$ cat src/logic/rsc_pkg.sv
package rsc_pkg;
  // clock and carrier hold time
  localparam int CLK_PERIOD_NS = 40;
  localparam int CARRIER_HOLD_NS = 50000;
  localparam int HOLD_W = 11;
  // least time: round up to whole cycles, never below one
  localparam int HOLD_CYC_INT = (CARRIER_HOLD_NS + CLK_PERIOD_NS - 1) / CLK_PERIOD_NS;
  localparam logic [HOLD_W-1:0] HOLD_CYC = HOLD_W'((HOLD_CYC_INT < 1) ? 1 : HOLD_CYC_INT);
  localparam logic [HOLD_W-1:0] HOLD_ONE = 11'h001;

  // register offsets on the serial port
  localparam logic [5:0] ADDR_RESULT = 6'h22;
  localparam logic [5:0] ADDR_CARRIER = 6'h2f;
  localparam logic [5:0] ADDR_ONE = 6'h01;

  // field positions
  localparam int RES_MSB = 4;
  localparam int RES_VALID = 5;
  localparam int FORCE_BIT = 7;
  localparam int CMD_DIR = 7;
  localparam int CMD_INC = 6;

  // reset values
  localparam logic [7:0] RESULT_RST = 8'h00;
  localparam logic [7:0] CARRIER_RST = 8'h00;
  localparam logic [7:0] BYTE_ZERO = 8'h00;

  // serial framing
  localparam logic [2:0] BIT_LAST = 3'h7;
  localparam logic [2:0] BIT_ONE = 3'h1;
  localparam logic [2:0] SYNC_RST = 3'h4;

  // measurement sequencer states
  typedef enum logic [3:0] {
    ST_IDLE = 4'h1,
    ST_WAIT = 4'h2,
    ST_CONV = 4'h4,
    ST_HALT = 4'h8
  } rsc_state_t;
endpackage : rsc_pkg

$ cat src/logic/rsc_bus_if.sv
`timescale 1ns/1ps
interface rsc_bus_if;
  logic wr_stb;
  logic [5:0] addr;
  logic [7:0] wdata;
  logic [7:0] rdata;
  modport slave (output wr_stb, output addr, output wdata, input rdata);
  modport regs (input wr_stb, input addr, input wdata, output rdata);
endinterface : rsc_bus_if

$ cat src/logic/rsc_spi_slave.sv
`timescale 1ns/1ps
module rsc_spi_slave (
  input wire logic clk,
  input wire logic rst,
  input wire logic sck,
  input wire logic mosi,
  input wire logic ss_n,
  output logic miso,
  output logic miso_oe_n,
  rsc_bus_if.slave bus
);
  logic [2:0] s1_reg, s2_reg, s3_reg, filt_reg, filt_next;
  logic sck_prev_reg;
  logic [2:0] bit_reg, bit_next;
  logic [7:0] sh_reg, sh_next, tx_reg, tx_next, wdata_reg, wdata_next;
  logic cmd_reg, cmd_next, dir_reg, dir_next, inc_reg, inc_next;
  logic wr_reg, wr_next, bump_reg, bump_next;
  logic [5:0] addr_reg, addr_next;
  logic [7:0] byte_in;
  logic sel, rise, fall;

  // pin filter: a level counts once the second and third stages agree
  genvar gi;
  generate
    for (gi = 0; gi < 3; gi++) begin : g_filt
      assign filt_next[gi] = (s2_reg[gi] == s3_reg[gi]) ? s2_reg[gi] : filt_reg[gi];
    end
  endgenerate

  // bit 2 select, bit 1 clock, bit 0 data
  assign sel = ~filt_reg[2];
  assign rise = sel & filt_reg[1] & ~sck_prev_reg;
  assign fall = sel & ~filt_reg[1] & sck_prev_reg;
  assign byte_in = {sh_reg[6:0], filt_reg[0]};

  // framing: command byte, then data bytes with optional address step
  always_comb begin
    bit_next = bit_reg;
    sh_next = sh_reg;
    tx_next = tx_reg;
    cmd_next = cmd_reg;
    dir_next = dir_reg;
    inc_next = inc_reg;
    addr_next = bump_reg ? addr_reg + rsc_pkg::ADDR_ONE : addr_reg;
    wdata_next = wdata_reg;
    wr_next = 1'b0;
    bump_next = 1'b0;
    if (!sel) begin
      bit_next = 3'h0;
      cmd_next = 1'b0;
      tx_next = rsc_pkg::BYTE_ZERO;
    end else if (rise) begin
      sh_next = byte_in;
      bit_next = bit_reg + rsc_pkg::BIT_ONE;
      if (bit_reg == rsc_pkg::BIT_LAST) begin
        if (!cmd_reg) begin
          cmd_next = 1'b1;
          dir_next = byte_in[rsc_pkg::CMD_DIR];
          inc_next = byte_in[rsc_pkg::CMD_INC];
          addr_next = byte_in[5:0];
        end else begin
          wr_next = dir_reg;
          wdata_next = byte_in;
          bump_next = inc_reg;
        end
      end
    end else if (fall) begin
      // a read byte is loaded at the first falling edge of its slot
      if (cmd_reg && !dir_reg && bit_reg == 3'h0) begin
        tx_next = bus.rdata;
      end else begin
        tx_next = {tx_reg[6:0], 1'b0};
      end
    end
  end

  always_ff @(posedge clk) begin
    if (rst) begin
      s1_reg <= rsc_pkg::SYNC_RST;
      s2_reg <= rsc_pkg::SYNC_RST;
      s3_reg <= rsc_pkg::SYNC_RST;
      filt_reg <= rsc_pkg::SYNC_RST;
      sck_prev_reg <= 1'b0;
      bit_reg <= 3'h0;
      sh_reg <= rsc_pkg::BYTE_ZERO;
      tx_reg <= rsc_pkg::BYTE_ZERO;
      cmd_reg <= 1'b0;
      dir_reg <= 1'b0;
      inc_reg <= 1'b0;
      addr_reg <= 6'h00;
      wdata_reg <= rsc_pkg::BYTE_ZERO;
      wr_reg <= 1'b0;
      bump_reg <= 1'b0;
    end else begin
      s1_reg <= {ss_n, sck, mosi};
      s2_reg <= s1_reg;
      s3_reg <= s2_reg;
      filt_reg <= filt_next;
      sck_prev_reg <= filt_reg[1];
      bit_reg <= bit_next;
      sh_reg <= sh_next;
      tx_reg <= tx_next;
      cmd_reg <= cmd_next;
      dir_reg <= dir_next;
      inc_reg <= inc_next;
      addr_reg <= addr_next;
      wdata_reg <= wdata_next;
      wr_reg <= wr_next;
      bump_reg <= bump_next;
    end
  end

  // outputs toward the register file and the pin
  assign bus.wr_stb = wr_reg;
  assign bus.addr = addr_reg;
  assign bus.wdata = wdata_reg;
  assign miso = tx_reg[7];
  assign miso_oe_n = filt_reg[2];
endmodule : rsc_spi_slave

$ cat src/logic/rsc_top.sv
`timescale 1ns/1ps
// Notes on behaviour
// convert after carrier held over 50 us
// result in bits 4:0, valid bit 5
// halt after conversion until receive re-enabled
// force bit 7 at 0x2f starts conversion
// host forces detect, waits, reads again
// host clears force bit, then disables receive
// host averages about twenty quiet readings
// host: 0-10 quiet, over 28 strong
// receive off clears valid and re-arms
module rsc_top (
  input wire logic CLK,
  input wire logic RST,
  input wire logic SCK,
  input wire logic MOSI,
  input wire logic SS_N,
  output logic MISO,
  output logic MISO_OE_N,
  input wire logic RX_MODE,
  input wire logic CARRIER_ON,
  output logic ADC_START,
  input wire logic ADC_DONE,
  input wire logic [4:0] ADC_RESULT
);
  rsc_bus_if bus ();

  rsc_pkg::rsc_state_t state_reg, state_next;
  logic [rsc_pkg::HOLD_W-1:0] hold_reg, hold_next;
  logic start_reg, start_next;
  logic [7:0] result_reg, result_next;
  logic [7:0] carrier_reg, carrier_next;
  logic carrier_eff;

  // register read decode
  function automatic logic [7:0] read_word(input logic [5:0] a,
                                           input logic [7:0] res,
                                           input logic [7:0] car);
    logic [7:0] d;
    d = rsc_pkg::BYTE_ZERO;
    case (a)
      rsc_pkg::ADDR_RESULT: d = res;
      rsc_pkg::ADDR_CARRIER: d = car;
      default: d = rsc_pkg::BYTE_ZERO;
    endcase
    return d;
  endfunction : read_word

  rsc_spi_slave u_spi (
    .clk(CLK),
    .rst(RST),
    .sck(SCK),
    .mosi(MOSI),
    .ss_n(SS_N),
    .miso(MISO),
    .miso_oe_n(MISO_OE_N),
    .bus(bus.slave)
  );

  // read data follows the addressed register
  assign bus.rdata = read_word(bus.addr, result_reg, carrier_reg);

  // force bit acts as a detected carrier
  assign carrier_eff = CARRIER_ON | carrier_reg[rsc_pkg::FORCE_BIT];

  // software register: only the force bit is stored, the result is read-only
  always_comb begin
    carrier_next = carrier_reg;
    if (bus.wr_stb && bus.addr == rsc_pkg::ADDR_CARRIER) begin
      carrier_next = rsc_pkg::CARRIER_RST;
      carrier_next[rsc_pkg::FORCE_BIT] = bus.wdata[rsc_pkg::FORCE_BIT];
    end
  end

  // force register storage
  always_ff @(posedge CLK) begin
    if (RST) begin
      carrier_reg <= rsc_pkg::CARRIER_RST;
    end else begin
      carrier_reg <= carrier_next;
    end
  end

  // measurement sequencer
  always_comb begin
    state_next = state_reg;
    hold_next = hold_reg;
    start_next = 1'b0;
    result_next = result_reg;
    if (!RX_MODE) begin
      state_next = rsc_rsc_idle();
      hold_next = '0;
      result_next[rsc_pkg::RES_VALID] = 1'b0;
    end else begin
      case (state_reg)
        rsc_pkg::ST_IDLE: begin
          hold_next = '0;
          state_next = rsc_pkg::ST_WAIT;
        end
        rsc_pkg::ST_WAIT: begin
          if (!carrier_eff) begin
            hold_next = '0;
          end else if (hold_reg == rsc_pkg::HOLD_CYC) begin
            state_next = rsc_pkg::ST_CONV;
            start_next = 1'b1;
          end else begin
            hold_next = hold_reg + rsc_pkg::HOLD_ONE;
          end
        end
        rsc_pkg::ST_CONV: begin
          if (ADC_DONE) begin
            result_next = rsc_pkg::RESULT_RST;
            result_next[rsc_pkg::RES_MSB:0] = ADC_RESULT;
            result_next[rsc_pkg::RES_VALID] = 1'b1;
            state_next = rsc_pkg::ST_HALT;
          end
        end
        rsc_pkg::ST_HALT: begin
          state_next = rsc_pkg::ST_HALT;
        end
        default: begin
          state_next = rsc_pkg::ST_IDLE;
        end
      endcase
    end
  end

  // sequencer, hold counter, start pulse and result registers
  always_ff @(posedge CLK) begin
    if (RST) begin
      state_reg <= rsc_pkg::ST_IDLE;
      hold_reg <= '0;
      start_reg <= 1'b0;
      result_reg <= rsc_pkg::RESULT_RST;
    end else begin
      state_reg <= state_next;
      hold_reg <= hold_next;
      start_reg <= start_next;
      result_reg <= result_next;
    end
  end

  // registered one-cycle start toward the converter
  assign ADC_START = start_reg;

  // idle state value, kept as a function so the decode stays in one place
  function automatic rsc_pkg::rsc_state_t rsc_rsc_idle();
    return rsc_pkg::ST_IDLE;
  endfunction : rsc_rsc_idle

  // checking helper: consecutive waiting cycles with a carrier present
  logic [rsc_pkg::HOLD_W-1:0] run_reg, run_next;

  always_comb begin
    run_next = '0;
    if (RX_MODE && state_reg == rsc_pkg::ST_WAIT && carrier_eff) begin
      run_next = (run_reg == rsc_pkg::HOLD_CYC) ? run_reg : run_reg + rsc_pkg::HOLD_ONE;
    end
  end

  // helper run counter storage
  always_ff @(posedge CLK) begin
    if (RST) begin
      run_reg <= '0;
    end else begin
      run_reg <= run_next;
    end
  end
endmodule : rsc_top

$ cat config.mk
export PLATFORM = sky130hd
export DESIGN_NAME = rsc_top
export DESIGN_NICKNAME = d
export VERILOG_FILES = /design/src/logic/rsc_pkg.sv /design/src/logic/rsc_bus_if.sv /design/src/logic/rsc_spi_slave.sv /design/src/logic/rsc_top.sv
export SDC_FILE = /design/constraint.sdc
export NUM_CORES = 1
export LEC_CHECK = 0
export BUFFER_PORTS_ARGS = -buffer_cell sky130_fd_sc_hd__buf_2
export CORE_ASPECT_RATIO = 0.9
export CORE_UTILIZATION = 64
export DETAILED_ROUTE_END_ITERATION = 10
export PLACE_DENSITY = 0.83
export SLEW_MARGIN = 20
export SYNTH_ARGS = -nofsm -noshare
export SYNTH_HDL_FRONTEND = slang
export SYNTH_SLANG_ARGS = --single-unit
$ cat constraint.sdc
create_clock -name CLK -period 4.65 [get_ports CLK]
set_input_delay 0.6975 -clock CLK [delete_from_list [all_inputs] [get_ports CLK]]
set_output_delay 0.6975 -clock CLK [all_outputs]
set_load 0.05 [all_outputs]
==> results.yml <==
placement:
  gpl.final_weighted_congestion: 0.808
  place_hpwl_microns: 3420
  dpl-instance-area_sq_mm: 0.00284
  io_buffer_count: 15
critical_path:
  critical_path.max_stage_delay_ns: 0.67
  worst_reg2reg_path_endpoint: "hold_reg[0]"
  worst-path-buf-inv: 0
  critical_path.max_fanout: 8
  worst-endpoint-required_ns: 4.93
  setup.worst_path.end_class: "register"
  critical_path.startpoint_type: "register"
  timing_startpoint_of_the_critical_path: "hold_reg[2]"
  reg2reg_slack_ns: 2.60
  critical_path_class: "reg -> reg"
  cp_cell_sequence: "or4b_4 > or4_1 > a211oi_1 > a41o_1"
  worst_path_dominant_cell_family: "simple AND/OR/NAND/NOR gates"
  crit_cells: 4
  cp_slowest_cell: "or4_1"
  worst_ep_arrival_time_ns: 2.33
  critical_path.reg2reg.startpoint: "hold_reg[2]"
  r2r_cells: 4
  critical_path.endpoint: "hold_reg[0]"
drt:
  via_per_inst: 5.83
  routed-via-count: 2077
  post-route-drc-count: 0
  detail_route_antenna_nets: 0
  drt-pass1-iter-count: 4
  initialDrtViolationCount: 105
  drt-total-wl_microns: 4980
  drt-wirelength-per-cell_microns: 14.0
timing:
  timing_hold_violations_final: 0
  tightestPinTransition_ns: 0.928
  fin_crit_sh_pct: 44.0
  max_slew_margin_pct: 37.7
  grt_setup_unrepaired: "no"
  finalClockSkew_ns: 0.00744
  max_clock_freq_mhz: 488
  setup-tns-final_ns: 0
  drv_slew: 0
  finalWorstPathRequiredPeriod_ns: 2.05
  finalSetupViolCount: 0
final_layout:
  design_area_sq_mm: 0.00300
  layout-area-overhead-vs-synth_pct: 8.07
  seq_area_sq_mm: 0.00132
  final_common_cell: "dfxtp_1"
  antennaDiodeCount: 0
  layout_common_cells: "66 x dfxtp_1, 50 x nor2_1, 19 x mux2i_1, 15 x buf_2, 13 x nand2_1"
  num-fill-cells: 328
  largest_register_ffs: 11
  ratio_of_cells_with_drive_above_1_in_the_final_layout_pct: 13.0
  final_net_count: 325
  multi_input_comb_area_sq_mm: 0.00135
global_route:
  globalRouteOverflowTotal: 0
  vias_in_the_first_global_route: 1903
  grt_antenna_before_repair: 0
  largest_net_degree_at_the_start_of_global_routing: 41
  grt_pass1_wl_microns: 8640
  grt_usage_pct: 24.6
cts:
  holdBufCountCts: 0
  clk_transition_reported_paths_ns: 0.06
  cts_buffers: 9
  cts_setup_buffers: 0
  tritoncts_num_sinks: 66
  cts_tree: "done"
  cts_resized: 0
  clkLatencyLatePin_ns: 0.34
  max-clock-path-buffers: 2
  ctsRootBufferMaster: "clkbuf_8"
  cts_max_level: 3
synthesis:
  yosys.area_share.adder_pct: 3.16
  number_of_enable_flip_flop_cells_after_synthesis: 0
  post_synth_num_cell_types: 46
  syn-instance-count: 296
  ys_async_sr_fraction_pct: 0
  synth_compound_gate_area_share_pct: 9.24
  postSynthAreaPerCell_sq_um: 9.38
  synth.ff_latch_count: 66
  synth_flop_type: "dfxtp_1"
  synthesis.nets: 316
  yosys_warnings: 0
  synthXorXnorAreaFrac_pct: 4.73
  synth_top_family_by_area: "simple AND/OR/NAND/NOR gates"
  ys_seq_area_share_pct: 47.6
  synth.area.mux_share_pct: 6.85
  netlist_area_sq_mm: 0.00278
  synth-simple-area-share_pct: 24.8
power:
  vdd_ir_max_uv: 247
  cellLeakagePower_nw: 1.12
  power_report.internal_total_mw: 0.781
  seq_power_share_pct: 57.5
  switching_share_pct: 21.8
  proportion_of_power_drawn_by_the_clock_network_pct: 39.6
  p_switching_mw: 0.218
  power_frac_comb_pct: 3.0
  p_per_area_mw_per_mm2: 333
floorplan:
  die_width_microns: 71.4
  die_area_sq_mm: 0.00460
  die-height_microns: 64.5
  std_cell_rows: 22
  initial_utilization_pct: 67.2
  design.core.area_sq_mm: 0.00413
  pin_count: 16
hold_path:
  min_path_type: "reg -> reg"
job:
  max-cap-violations: 0
run_status:
  status: "complete, no violations"
-- area by class of cell --
cell class                 count  area share [%]
inverter                       6           0.751
multi-input combinational    206            45.1
clock inverter                 3           0.584
sequential                    66            44.1
tap                           48            2.00
timing repair buffer          16            2.75
clock buffer                  11            4.71
-- metrics by stage --
stage | setup slack [ns] | util (%) | instances | hold WS [ns] | power (mW)
3_5_place_dp | 2.65 | 68.8 | 342 | 0.410 | 0.615
3_3_place_gp | 2.67 | 68.8 | 342 | 0.394 | 0.614
2_1_floorplan | 2.73 | - | 296 | 0.389 | 0.605
5_1_grt | 2.51 | 72.6 | 356 | 0.446 | 1.03
6_report | 2.60 | 72.6 | 356 | 0.419 | 0.998
4_1_cts | 2.62 | 72.6 | 356 | 0.428 | 1.01
-- routing by layer --
metal / vias to the layer above / part of all wire [%] / global-route usage [%]
li1: 1050 / - / -
met1: 975 / 47 / 30.4
met2: 43 / 46 / 39.5
met3: 9 / 4.2 / 6.69
met4: 0 / 2.2 / 12.8
met5: - / 0 / 0
-- worst min path at each step --
stage	from	to	slack, ns	cells past startpoint
CTS	u_spi.s1_reg[2]	u_spi.s2_reg[2]	0.43	1
global route	u_spi.s1_reg[2]	u_spi.s2_reg[2]	0.45	1
detailed placement	u_spi.s1_reg[2]	u_spi.s2_reg[2]	0.41	1
floorplan	u_spi.s1_reg[2]	u_spi.s2_reg[2]	0.39	1
finish	u_spi.s1_reg[2]	u_spi.s2_reg[2]	0.42	1
global placement	u_spi.s1_reg[2]	u_spi.s2_reg[2]	0.39	1
-- power by group through the flow --
stage	clock network, mW	registers (mW)	logic, mW
finish	0.395	0.574	0.0295
CTS	0.405	0.573	0.0295
global placement	0	0.586	0.0287
floorplan	0	0.585	0.0202
detailed placement	0	0.586	0.0289
global route	0.427	0.574	0.0325
-- cell usage after synthesis, types with 3 or more instances --
cell type | instances | area (sq um)
nor3b_1 | 3 | 22.5
nor2b_1 | 9 | 56.3
inv_1 | 6 | 22.5
nand2_1 | 13 | 48.8
nand3_1 | 7 | 35.0
xnor2_1 | 12 | 105
xor2_1 | 3 | 26.3
a21oi_1 | 10 | 50.1
nor2_1 | 50 | 188
a211oi_1 | 8 | 60.1
nor3_1 | 7 | 35.0
or2_2 | 4 | 25.0
clkbuf_1 | 14 | 52.6
ha_1 | 7 | 87.6
nor4_1 | 8 | 50.1
mux2i_1 | 19 | 190
a221oi_1 | 5 | 43.8
dfxtp_1 | 66 | 1320
nand4_1 | 9 | 56.3
nand2b_1 | 3 | 18.8
-- logic make-up after synthesis --
| kind of cell | after synthesis |
|---|---|
| XOR/XNOR | 15 |
| AO/OA/AOI/OAI | 35 |
| flip-flops | 66 |
| AND/OR/NAND/NOR | 130 |
| adder cells (fa/ha/maj) | 7 |
| multiplexers | 19 |
| buffers and inverters | 24 |
-- worst register-to-register path, cell delays in order (launching register included) --
cell and delay [ns]:
dfxtp_1 0.38, or4b_4 0.52, or4_1 0.67, a211oi_1 0.30, a41o_1 0.12
(Power assumes the default switching activity.)
